===== config.mk =====
export PLATFORM = sky130hd
export DESIGN_NAME = dbm_top
export DESIGN_NICKNAME = d
export VERILOG_FILES = /design/src/include/dbm_pkg.sv /design/src/design/dbm_top.sv /design/src/design/dbm_cmp.sv
export SDC_FILE = /design/constraint.sdc
export NUM_CORES = 1
export LEC_CHECK = 0
export ABC_AREA = 1
export ABC_CLOCK_PERIOD_IN_PS = 5120
export BUFFER_PORTS_ARGS = -buffer_cell sky130_fd_sc_hd__buf_2
export CORE_MARGIN = 2
export CORE_UTILIZATION = 31
export CTS_CLUSTER_DIAMETER = 50
export DETAILED_ROUTE_END_ITERATION = 8
export HOLD_SLACK_MARGIN = 0.02
export PLACE_DENSITY = 0.53
export SKIP_LAST_GASP = 1
export SLEW_MARGIN = 20
export SYNTH_ARGS = -nofsm -noshare
export SYNTH_HDL_FRONTEND = slang
export SYNTH_SLANG_ARGS = --single-unit

===== constraint.sdc =====
create_clock -name clk_i -period 5.12 [get_ports clk_i]
set_input_delay 0.768 -clock clk_i [delete_from_list [all_inputs] [get_ports clk_i]]
set_output_delay 0.768 -clock clk_i [all_outputs]
set_load 0.05 [all_outputs]

===== src/include/dbm_pkg.sv =====
// Constants for the debug bus comparator match block
// ============================================================
// What this block does
// - Opcode match flagged at fetch, not execution
// - Later matches skip the original data check
// - Comparators C and D can bound trace range
// - Range-bound comparator gives no address matches
// - Match outputs map to A-D unless ranged
// - Exact address match, masked data match, optional access qualifiers
// - Comparators A and C never compare size
// - Word: lower address byte aligns to high data
// - Word at even address never matches odd
package dbm_pkg;
    // ============================================================
    // Geometry
    localparam int NUM_CMP = 4;
    localparam int WB_AW = 8;
    localparam int WB_DW = 32;
    localparam int CPU_AW = 23;
    localparam int CPU_DW = 16;

    // ============================================================
    // Register byte addresses, comparator k registers at k * CMP_STRIDE + offset
    localparam logic [7:0] CMP_STRIDE = 8'h10;
    localparam logic [7:0] CMP_ADDR_OFS = 8'h00;
    localparam logic [7:0] CMP_DATA_OFS = 8'h04;
    localparam logic [7:0] CMP_MASK_OFS = 8'h08;
    localparam logic [7:0] CMP_CTRL_OFS = 8'h0C;
    localparam logic [7:0] TRACE_CTRL_ADDR = 8'h40;
    localparam logic [7:0] IRQ_STATUS_ADDR = 8'h44;
    localparam logic [7:0] IRQ_MASK_ADDR = 8'h48;

    // ============================================================
    // Comparator control fields
    localparam int CTRL_W = 7;
    localparam int CTRL_ENABLE = 0;
    localparam int CTRL_RW_EN = 1;
    localparam int CTRL_RW_VAL = 2;
    localparam int CTRL_SIZE_EN = 3;
    localparam int CTRL_SIZE_VAL = 4;
    localparam int CTRL_OPFETCH = 5;
    localparam int CTRL_DATA_EN = 6;

    // Data / mask register layout: high byte in [15:8], low in [7:0]
    localparam int DATA_HIGH_LSB = 8;
    localparam int DATA_LOW_LSB = 0;

    // ============================================================
    // Reset values
    localparam logic [CTRL_W-1:0] CTRL_RESET = 7'h00;
    localparam logic [CPU_DW-1:0] MASK_RESET = 16'hFFFF;
    localparam logic [1:0] RANGE_RESET = 2'h0;

    // Trace range selection encodings
    typedef enum logic [1:0] {
        DBM_RANGE_OFF = 2'b00,
        DBM_RANGE_FROM_C = 2'b01,
        DBM_RANGE_TO_D = 2'b10,
        DBM_RANGE_C_TO_D = 2'b11
    } dbm_range_t;
endpackage


===== src/design/dbm_top.sv =====
// Debug bus comparator block with Wishbone register access
//
// Local design decisions: register access over Wishbone and the register addresses.
`timescale 1ns/1ps
module dbm_top #(
    parameter int CPU_AW = dbm_pkg::CPU_AW
) (
    // Clock and reset
    input wire logic clk_i,
    input wire logic rst_i,
    // Wishbone slave
    input wire logic wb_cyc_i,
    input wire logic wb_stb_i,
    input wire logic wb_we_i,
    input wire logic [dbm_pkg::WB_AW-1:0] wb_adr_i,
    input wire logic [3:0] wb_sel_i,
    input wire logic [dbm_pkg::WB_DW-1:0] wb_dat_i,
    output logic [dbm_pkg::WB_DW-1:0] wb_dat_o,
    output logic wb_ack_o,
    // Watched processor bus
    input wire logic cpu_valid_i,
    input wire logic [CPU_AW-1:0] cpu_addr_i,
    input wire logic [dbm_pkg::CPU_DW-1:0] cpu_data_i,
    input wire logic cpu_read_i,
    input wire logic cpu_word_i,
    input wire logic cpu_opfetch_i,
    // Results
    output logic [dbm_pkg::NUM_CMP-1:0] match_o,
    output logic trace_in_range_o,
    output logic irq_o
);
    localparam int N = dbm_pkg::NUM_CMP;
    localparam int DW = dbm_pkg::CPU_DW;
    localparam int IDX_C = 2;
    localparam int IDX_D = 3;

    // ============================================================
    // Helpers
    function automatic logic [31:0] wb_merge(input logic [31:0] old_v,
                                             input logic [31:0] new_v,
                                             input logic [3:0] sel);
        logic [31:0] res;
        res = old_v;
        for (int b = 0; b < 4; b++) begin
            if (sel[b]) begin
                res[b*8 +: 8] = new_v[b*8 +: 8];
            end
        end
        return res;
    endfunction

    function automatic logic [7:0] cmp_reg_addr(input int k, input logic [7:0] ofs);
        return 8'((k * 32'(dbm_pkg::CMP_STRIDE)) + 32'(ofs));
    endfunction

    // ============================================================
    // Register state
    logic [CPU_AW-1:0] cmp_addr_reg [N];
    logic [CPU_AW-1:0] cmp_addr_next [N];
    logic [DW-1:0] cmp_data_reg [N];
    logic [DW-1:0] cmp_data_next [N];
    logic [DW-1:0] cmp_mask_reg [N];
    logic [DW-1:0] cmp_mask_next [N];
    logic [dbm_pkg::CTRL_W-1:0] cmp_ctrl_reg [N];
    logic [dbm_pkg::CTRL_W-1:0] cmp_ctrl_next [N];
    logic [N-1:0] rearm;
    logic [1:0] trace_range_select_reg;
    logic [1:0] trace_range_select_next;
    logic [N-1:0] irq_status_reg;
    logic [N-1:0] irq_status_next;
    logic [N-1:0] irq_mask_reg;
    logic [N-1:0] irq_mask_next;
    logic wb_ack_reg;
    logic wb_ack_next;
    logic [31:0] wb_dat_reg;
    logic [31:0] wb_dat_next;
    logic [N-1:0] match_reg;
    logic [N-1:0] match_next;
    logic range_reg;
    logic range_next;
    logic irq_reg;
    logic irq_next;

    logic [N-1:0] hit;
    logic wb_req;
    logic wb_wr;
    logic wb_rd;
    logic [7:0] byte_adr;
    logic status_rd;

    // ============================================================
    // Comparators; A and C are built without size control
    for (genvar k = 0; k < N; k++) begin : g_cmp
        dbm_cmp #(
            .AW(CPU_AW),
            .DW(DW),
            .HAS_SIZE((k % 2) == 1)
        ) u_cmp (
            .clk_i(clk_i),
            .rst_i(rst_i),
            .cmp_addr_i(cmp_addr_reg[k]),
            .cmp_data_i(cmp_data_reg[k]),
            .cmp_mask_i(cmp_mask_reg[k]),
            .cmp_ctrl_i(cmp_ctrl_reg[k]),
            .rearm_i(rearm[k]),
            .bus_valid_i(cpu_valid_i),
            .bus_addr_i(cpu_addr_i),
            .bus_data_i(cpu_data_i),
            .bus_read_i(cpu_read_i),
            .bus_word_i(cpu_word_i),
            .bus_opfetch_i(cpu_opfetch_i),
            .hit_o(hit[k])
        );
    end

    // ============================================================
    // Wishbone register access
    always_comb begin
        wb_req = wb_cyc_i && wb_stb_i && !wb_ack_reg;
        wb_wr = wb_req && wb_we_i;
        wb_rd = wb_req && !wb_we_i;
        byte_adr = {wb_adr_i[dbm_pkg::WB_AW-1:2], 2'b00};
        wb_ack_next = wb_req;
        wb_dat_next = 32'h0000_0000;
        status_rd = 1'b0;
        rearm = '0;
        trace_range_select_next = trace_range_select_reg;
        irq_mask_next = irq_mask_reg;
        for (int k = 0; k < N; k++) begin
            cmp_addr_next[k] = cmp_addr_reg[k];
            cmp_data_next[k] = cmp_data_reg[k];
            cmp_mask_next[k] = cmp_mask_reg[k];
            cmp_ctrl_next[k] = cmp_ctrl_reg[k];
            if (byte_adr == cmp_reg_addr(k, dbm_pkg::CMP_ADDR_OFS)) begin
                wb_dat_next = 32'(cmp_addr_reg[k]);
                if (wb_wr) begin
                    cmp_addr_next[k] = CPU_AW'(wb_merge(32'(cmp_addr_reg[k]), wb_dat_i,
                                                        wb_sel_i));
                end
            end
            // Software follows the byte-lane conventions
            if (byte_adr == cmp_reg_addr(k, dbm_pkg::CMP_DATA_OFS)) begin
                wb_dat_next = 32'(cmp_data_reg[k]);
                if (wb_wr) begin
                    cmp_data_next[k] = DW'(wb_merge(32'(cmp_data_reg[k]), wb_dat_i,
                                                    wb_sel_i));
                end
            end
            if (byte_adr == cmp_reg_addr(k, dbm_pkg::CMP_MASK_OFS)) begin
                wb_dat_next = 32'(cmp_mask_reg[k]);
                if (wb_wr) begin
                    cmp_mask_next[k] = DW'(wb_merge(32'(cmp_mask_reg[k]), wb_dat_i,
                                                    wb_sel_i));
                end
            end
            if (byte_adr == cmp_reg_addr(k, dbm_pkg::CMP_CTRL_OFS)) begin
                wb_dat_next = 32'(cmp_ctrl_reg[k]);
                if (wb_wr) begin
                    // Rewriting control starts a fresh full check
                    rearm[k] = 1'b1;
                    cmp_ctrl_next[k] = dbm_pkg::CTRL_W'(wb_merge(32'(cmp_ctrl_reg[k]),
                                                                 wb_dat_i, wb_sel_i));
                end
            end
        end
        if (byte_adr == dbm_pkg::TRACE_CTRL_ADDR) begin
            wb_dat_next = 32'(trace_range_select_reg);
            if (wb_wr && wb_sel_i[0]) begin
                trace_range_select_next = wb_dat_i[1:0];
            end
        end
        if (byte_adr == dbm_pkg::IRQ_STATUS_ADDR) begin
            wb_dat_next = 32'(irq_status_reg);
            status_rd = wb_rd;
        end
        if (byte_adr == dbm_pkg::IRQ_MASK_ADDR) begin
            wb_dat_next = 32'(irq_mask_reg);
            if (wb_wr && wb_sel_i[0]) begin
                irq_mask_next = wb_dat_i[N-1:0];
            end
        end
        if (!wb_rd) begin
            wb_dat_next = 32'h0000_0000;
        end
    end

    // ============================================================
    // Match routing and trace range
    logic use_c;
    logic use_d;
    logic above_c;
    logic below_d;
    logic in_range;

    always_comb begin
        use_c = trace_range_select_reg[0];
        use_d = trace_range_select_reg[1];
        above_c = cpu_addr_i >= cmp_addr_reg[IDX_C];
        below_d = cpu_addr_i <= cmp_addr_reg[IDX_D];
        in_range = (!use_c || above_c) && (!use_d || below_d);
        // With range off there is no trace window to report
        range_next = cpu_valid_i && (use_c || use_d) && in_range;
        match_next = hit;
        // A bound comparator is busy defining the range
        if (use_c) begin
            match_next[IDX_C] = 1'b0;
        end
        if (use_d) begin
            match_next[IDX_D] = 1'b0;
        end
        // In range modes slot D, or slot C when only C bounds, reports in-range accesses
        if (use_d) begin
            match_next[IDX_D] = cpu_valid_i && in_range;
        end else if (use_c) begin
            match_next[IDX_C] = cpu_valid_i && in_range;
        end
        // New events win over the read that clears them
        irq_status_next = (status_rd ? '0 : irq_status_reg) | match_next;
        irq_next = |(irq_status_next & irq_mask_next);
    end

    // ============================================================
    // Registers
    always_ff @(posedge clk_i) begin
        if (rst_i) begin
            for (int k = 0; k < N; k++) begin
                cmp_addr_reg[k] <= '0;
                cmp_data_reg[k] <= '0;
                cmp_mask_reg[k] <= dbm_pkg::MASK_RESET;
                cmp_ctrl_reg[k] <= dbm_pkg::CTRL_RESET;
            end
            trace_range_select_reg <= dbm_pkg::RANGE_RESET;
            irq_status_reg <= '0;
            irq_mask_reg <= '0;
            wb_ack_reg <= 1'b0;
            wb_dat_reg <= 32'h0000_0000;
            match_reg <= '0;
            range_reg <= 1'b0;
            irq_reg <= 1'b0;
        end else begin
            for (int k = 0; k < N; k++) begin
                cmp_addr_reg[k] <= cmp_addr_next[k];
                cmp_data_reg[k] <= cmp_data_next[k];
                cmp_mask_reg[k] <= cmp_mask_next[k];
                cmp_ctrl_reg[k] <= cmp_ctrl_next[k];
            end
            trace_range_select_reg <= trace_range_select_next;
            irq_status_reg <= irq_status_next;
            irq_mask_reg <= irq_mask_next;
            wb_ack_reg <= wb_ack_next;
            wb_dat_reg <= wb_dat_next;
            match_reg <= match_next;
            range_reg <= range_next;
            irq_reg <= irq_next;
        end
    end

    assign wb_ack_o = wb_ack_reg;
    assign wb_dat_o = wb_dat_reg;
    assign match_o = match_reg;
    assign trace_in_range_o = range_reg;
    assign irq_o = irq_reg;
endmodule


===== src/design/dbm_cmp.sv =====
// One address/data bus comparator with sticky first-hit tracking
`timescale 1ns/1ps
module dbm_cmp #(
    parameter int AW = 23,
    parameter int DW = 16,
    parameter bit HAS_SIZE = 1'b1
) (
    // Clock and reset
    input wire logic clk_i,
    input wire logic rst_i,
    // Configuration
    input wire logic [AW-1:0] cmp_addr_i,
    input wire logic [DW-1:0] cmp_data_i,
    input wire logic [DW-1:0] cmp_mask_i,
    input wire logic [dbm_pkg::CTRL_W-1:0] cmp_ctrl_i,
    input wire logic rearm_i,
    // Watched bus
    input wire logic bus_valid_i,
    input wire logic [AW-1:0] bus_addr_i,
    input wire logic [DW-1:0] bus_data_i,
    input wire logic bus_read_i,
    input wire logic bus_word_i,
    input wire logic bus_opfetch_i,
    // Result
    output logic hit_o
);
    // ============================================================
    // Compare
    logic addr_eq;
    logic data_ok;
    logic rw_ok;
    logic size_ok;
    logic op_ok;
    logic full_hit;
    logic hit_seen_reg;
    logic hit_seen_next;

    always_comb begin
        // Word at even address never presents the odd one
        addr_eq = bus_addr_i == cmp_addr_i;
        // Bus high lane carries lower address byte
        data_ok = !cmp_ctrl_i[dbm_pkg::CTRL_DATA_EN]
                  || (((bus_data_i ^ cmp_data_i) & cmp_mask_i) == '0);
        rw_ok = !cmp_ctrl_i[dbm_pkg::CTRL_RW_EN]
                || (bus_read_i == cmp_ctrl_i[dbm_pkg::CTRL_RW_VAL]);
        // Size check only exists where the comparator has it
        size_ok = !HAS_SIZE || !cmp_ctrl_i[dbm_pkg::CTRL_SIZE_EN]
                  || (bus_word_i == cmp_ctrl_i[dbm_pkg::CTRL_SIZE_VAL]);
        // Opcode hit taken at fetch time, not at execution
        op_ok = !cmp_ctrl_i[dbm_pkg::CTRL_OPFETCH] || bus_opfetch_i;
        full_hit = cmp_ctrl_i[dbm_pkg::CTRL_ENABLE] && bus_valid_i && addr_eq
                   && data_ok && rw_ok && size_ok && op_ok;
        // After the first hit only the address is checked again
        if (hit_seen_reg) begin
            hit_o = cmp_ctrl_i[dbm_pkg::CTRL_ENABLE] && bus_valid_i && addr_eq;
        end else begin
            hit_o = full_hit;
        end
        hit_seen_next = hit_seen_reg | full_hit;
        if (rearm_i) begin
            hit_seen_next = 1'b0;
        end
    end

    always_ff @(posedge clk_i) begin
        if (rst_i) begin
            hit_seen_reg <= 1'b0;
        end else begin
            hit_seen_reg <= hit_seen_next;
        end
    end
endmodule


-- Yosys cells after proc, flatten, opt, wreduce, memory -nomap -nowiden
Memories as Yosys holds them, arrays and structs flattened.
Index checks and enable logic that the tools add are counted.
- register bits: 53
- memory bits (writable): 248
- output and inout bits: 39
- word-level logic and storage cells: 282
- memories: 4
- $lt $le $gt $ge: 2
- equal/unequal tests: 28
- multiplexer cells: 119
- bitwise logic cells: 31
- reduce and logical (&&, ||, !) cells: 82
- memory list (memory ; depth ; bits a word ; read ports ; clocked after memory_dff ; write ports ; RTL line ; source):
    cmp_addr_reg ; 4 ; 23 ; 4 ; 0 ; 4 ; dbm_top.sv:58 ; logic [CPU_AW-1:0] cmp_addr_reg [N];
    cmp_data_reg ; 4 ; 16 ; 4 ; 0 ; 4 ; dbm_top.sv:60 ; logic [DW-1:0] cmp_data_reg [N];
    cmp_mask_reg ; 4 ; 16 ; 4 ; 0 ; 4 ; dbm_top.sv:62 ; logic [DW-1:0] cmp_mask_reg [N];
    cmp_ctrl_reg ; 4 ; 7 ; 4 ; 0 ; 4 ; dbm_top.sv:64 ; logic [dbm_pkg::CTRL_W-1:0] cmp_ctrl_reg [N];
- operators by type and width (operator ; number):
    $mux 23 ; 25
    $mux 16 ; 26
    $mux 8 ; 24
    $mux 7 ; 21
    $eq 23x23->1 ; 4
    $and 16x16->16 ; 4
    $logic_not 16->1 ; 4
    $xor 16x16->16 ; 4
    $eq 6x4->1 const B ; 8
    $logic_and 1x1->1 ; 31
    $eq 6x3->1 const B ; 4
    $mux 4 ; 6
    $ge 23x23->1 ; 1
    $le 23x23->1 ; 1
    $or 1x1->1 ; 20
    $reduce_or 20->1 ; 1
    $eq 6x5->1 const B ; 3
    $logic_not 1->1 ; 18
    $logic_or 1x1->1 ; 17
    $mux 1 ; 17
    $eq 6x2->1 const B ; 2
    $reduce_or 2->1 ; 5
    $reduce_or 8->1 ; 1
    $eq 1x1->1 ; 6
    other kinds (9) ; 9

-- Longest topological paths before layout
- depth in word-level cells: 20
- mapped depth: 18
- mapped depth without buffers: 18

-- By module
From an unflattened synthesis, not the netlist that was laid out.
- cells, all modules: 2692
- area, all modules: 16768.6 um2
- by module, submodules not included (module ; times used ; cells an instance ; area an instance (um2)):
    dbm_top ; 1 ; 1794 ; 13192.7
    dbm_cmp at g_cmp[1].u_cmp ... ; 2 ; 227 ; 904.6
    dbm_cmp at g_cmp[0].u_cmp ... ; 2 ; 222 ; 883.3

-- Least setup slack after synthesis
OpenSTA, ideal clock, no wires.
- kind: input-to-reg
- from: in cpu_addr_i[22]
- to: reg irq_reg, in the netlist irq_o
- setup time: 0.128 ns
- arrival time: 2.149 ns
- data required time: 4.992 ns
- setup slack: 2.843 ns
- stages: 16
- buffers on the path: 0
- path through: ha_1 nand2_1 nor2_1 nand2_1 nor3b_1 nand2_1 nand3_1 nand2_1 nand3_1 nand2_1 nand2_1 nand2_1 nand2_1 nand2_1 nor2_1 nor2_1
- longest elaborated chain between the ends: 12
- RTL lines (item ; RTL line ; source):
    start: declaration ; dbm_top.sv:22 ; input wire logic [CPU_AW-1:0] cpu_addr_i,
    parallel branches: the longest is 9 deep, another holds $ge 23x23->1 ; - ;
    $or 4x4->4 (*) ; dbm_top.sv:218 ; irq_status_next = (status_rd ? '0 : irq_status_reg) | match_next;
    $and 4x4->4 (*) ; dbm_top.sv:219 ; irq_next = |(irq_status_next & irq_mask_next);
    $reduce_or 4->1 (*) ; dbm_top.sv:219 ;
    end signal: assignment ; dbm_top.sv:254 ; irq_reg <= irq_next;
    end: declaration ; dbm_top.sv:81 ; logic irq_reg;
Every way passes the cells marked *.
A chain may end at the register's enable or synchronous reset.

==> impl_metrics.json <==
{
  "path_cells": "buf_2, nand2_1, nor2_1, inv_1, nor2_2, inv_1, nor2_1, inv_2, nor2_1, inv_1, o21ai_0, a21oi_1",
  "min_path_type": "register to register",
  "num_vias": 15500,
  "rows": 81,
  "gp_congestion": 0.994,
  "routedWlPerCell_um": 20.6,
  "synth.distinct_cells": 41,
  "cp.arrival_ns": 3.32,
  "fillers": 5220,
  "post_dp_cell_area_um2": 16300,
  "startpoint_type": "input pin",
  "pwr-share-comb_pct": 7.3,
  "antennaDiodeCount": 0,
  "clk_pin_slew_worst_paths_ns": 0.06,
  "path_max_fanout": 14,
  "synth_warnings": 0,
  "syn_area_per_cell_um2": 6.80,
  "r2r-start": "wb_ack_o$_SDFF_PP0_",
  "crit_end": "cmp_addr_reg[1][7]$_SDFFE_PP0P_",
  "ys_seq_elements": 292,
  "critPathLaunch": "wb_cyc_i",
  "cts_tree": "built",
  "yosysSeqAreaShare_pct": 38.3,
  "synth_top_area_share_pct": 38.3,
  "path_buf_inv": 5,
  "clock_sinks": 292,
  "vias_per_cell": 5.16,
  "track_usage_pct": 24.0,
  "htreeDepth": 2,
  "p_leak_uw": 0.00736,
  "grt_antenna_before_repair": 3,
  "synth_top_area_cell": "dfxtp_1",
  "grt_pass1_wl_mm": 91.1,
  "place_hpwl_mm": 45.7,
  "grt_max_degree": 155,
  "cts.hold.buffers_added": 0,
  "r2r_cells": 10,
  "setup_viol": 0,
  "synth.area.top_cells": "dfxtp_1 (38%), nand2_1 (12%), o21ai_0 (8.5%)",
  "cp_slowest_cell": "nor2_1",
  "final_area_um2": 17600,
  "timing.hold.ws_ns": 0.476,
  "cpPeakStageDelay_ns": 0.65,
  "rsz0062_at_grt": "no",
  "core-area_um2": 48700,
  "die-area_um2": 51000,
  "reg2reg_setup_slack_ns": 2.24,
  "drt_iter0_markers": 1522,
  "area_delta_synth_final_pct": 15.6,
  "wl_mm": 62.0,
  "required_ns": 5.54,
  "synthesis.instances": 2243,
  "status": "finished, final reports clean",
  "slew_headroom_pct": 28.4,
  "async_flop_share_pct": 0,
  "synthMuxAreaShare_pct": 0,
  "boundaryPins": 131,
  "layout_setup_ws_ns": 2.22,
  "finalNonFillerCells": 3008,
  "cts_root_buf": "clkbuf_16",
  "grt_overflow_total": 0,
  "postCtsSetupBuffers": 0,
  "fin_setup_tns_ns": 0,
  "synth-adder-area-share_pct": 3.77,
  "die_x_um": 226,
  "port_buffers": 109,
  "cts.path.max_buffers": 3,
  "numPlacedInstances": 2940,
  "power_switching_uw": 1420,
  "synth_edf_count": 0,
  "largest_reg_flops": 92,
  "p_sw_share_pct": 25.7,
  "place_ws_ns": 1.74,
  "path_class": "input pin to register",
  "p_int_uw": 4100,
  "grt_pass1_vias": 14300,
  "worst-slew-pin-transition_ns": 1.07,
  "synth-simple-area-share_pct": 25.7,
  "maxSlewViolCount": 0,
  "hold_viol_final": 0,
  "synth-compound-area-share_pct": 21.5,
  "synthXorXnorAreaFrac_pct": 1.43,
  "drc": 0,
  "end_kind": "register",
  "finClkSkew_ns": 0.0165,
  "cts_resized": 0,
  "maxCapViolCount": 0,
  "netlist_area_um2": 15300,
  "nets": 2455,
  "critPathTopFamily": "simple AND/OR/NAND/NOR gates",
  "numCtsBuffers": 39,
  "clk_latency_ns": 0.55,
  "p_clk_share_pct": 51.4,
  "p_per_area_nw_per_um2": 313,
  "period_share_pct": 56.7,
  "max_freq_mhz": 345,
  "reg2reg_to": "cmp_addr_reg[1][7]$_SDFFE_PP0P_",
  "seqPwrFrac_pct": 41.3,
  "start_util_pct": 31.3,
  "synth_top_flop_cell": "dfxtp_1",
  "fin_crit_ns": 2.90,
  "dieHeight_um": 226,
  "drive_above_1_share_pct": 10.4,
  "drtPass1Iterations": 5,
  "ir_worst_vdd_mv": 0.173,
  "antenna_left": 0,
  "synth_top_family_by_area": "simple AND/OR/NAND/NOR gates",
  "path_depth": 12
}
## tightest hold or removal path, delay by kind of cell (launching register included)
kind,cells,cell delay [ns]
flops,1,0.34
simple gates,2,0.11
## final cells by class
type,instances,area (um2),area share [%]
clock buffers,50,1060,5.99
clock inverters,18,253,1.43
inverters,263,992,5.62
multi-input cells,1601,8020,45.5
flip-flops and latches,292,5850,33.1
well taps,664,831,4.71
repair buffers,120,641,3.63
## stage by stage
stage / total power [uW] / utilization, %
after floorplan: 2550 / -
after global placement: 2720 / 33.5
after detailed placement: 2730 / 33.5
after CTS: 5550 / 36.2
after global routing: 5660 / 36.2
final: 5520 / 36.2
## synth_stat cells, types with 14 or more instances
cell type  number
xor2_1         18
o211ai_1       39
o21ai_0       258
ha_1           46
nand4_1        48
nand3_1       106
clkbuf_1       66
nor2_1        199
dfxtp_1       292
nor2_2         17
inv_2          14
a21oi_1       254
nand2_1       493
inv_1         248
## worst min path at each step
stage | from | to | slack (ns) | depth (start not counted)
finish | cmp_mask_reg[0][8]$_SDFFE_PP1P_ | cmp_mask_reg[0][8]$_SDFFE_PP1P_ | 0.48 | 2
global route | cmp_addr_reg[3][17]$_SDFFE_PP0P_ | cmp_addr_reg[3][17]$_SDFFE_PP0P_ | 0.50 | 2
CTS | cmp_ctrl_reg[0][4]$_SDFFE_PP0P_ | cmp_ctrl_reg[0][4]$_SDFFE_PP0P_ | 0.47 | 2
detailed placement | cmp_ctrl_reg[0][4]$_SDFFE_PP0P_ | cmp_ctrl_reg[0][4]$_SDFFE_PP0P_ | 0.46 | 2
global placement | cmp_ctrl_reg[0][4]$_SDFFE_PP0P_ | cmp_ctrl_reg[0][4]$_SDFFE_PP0P_ | 0.45 | 2
floorplan | cmp_ctrl_reg[0][4]$_SDFFE_PP0P_ | cmp_ctrl_reg[0][4]$_SDFFE_PP0P_ | 0.43 | 2
## power groups by stage
| stage | combinational [uW] | clock [uW] | sequential (uW) |
|---|---|---|---|
| 2_1_floorplan | 218 | 0 | 2330 |
| 5_1_grt | 438 | 2950 | 2280 |
| 3_5_place_dp | 400 | 0 | 2330 |
| 4_1_cts | 401 | 2870 | 2280 |
| 3_3_place_gp | 397 | 0 | 2330 |
| 6_report | 405 | 2840 | 2280 |
## layout by cell type, fill, tap and decap left out, drive strengths merged, types with 7 or more instances in the layout
cell / n
o22ai: 9
nand2: 497
a21oi: 254
nand3: 106
xor2: 18
o211ai: 39
ha: 46
or2: 15
xnor2: 7
conb: 9
a221oi: 11
clkbuf: 50
buf: 120
inv: 268
nor3: 9
dfxtp: 292
o2111ai: 9
nand4: 48
nor2: 229
o21ai: 264
## layer usage
layer,GRT usage [%],vias to the layer above,wire [um]
li1,-,7579,-
met1,32.0,7223,26900
met2,37.7,599,27300
met3,3.43,127,4450
met4,12.0,4,3250
met5,0,-,26
## cells by family after synthesis
kind of cell               count (synthesis)
AOI/OAI and AO/OA                        606
buffers and inverters                    358
xor gates and xnor gates                  25
DFF                                      292
adders and majority gates                 46
other                                      1
and+or+nand+nor                          915
(Power assumes the default switching activity.)
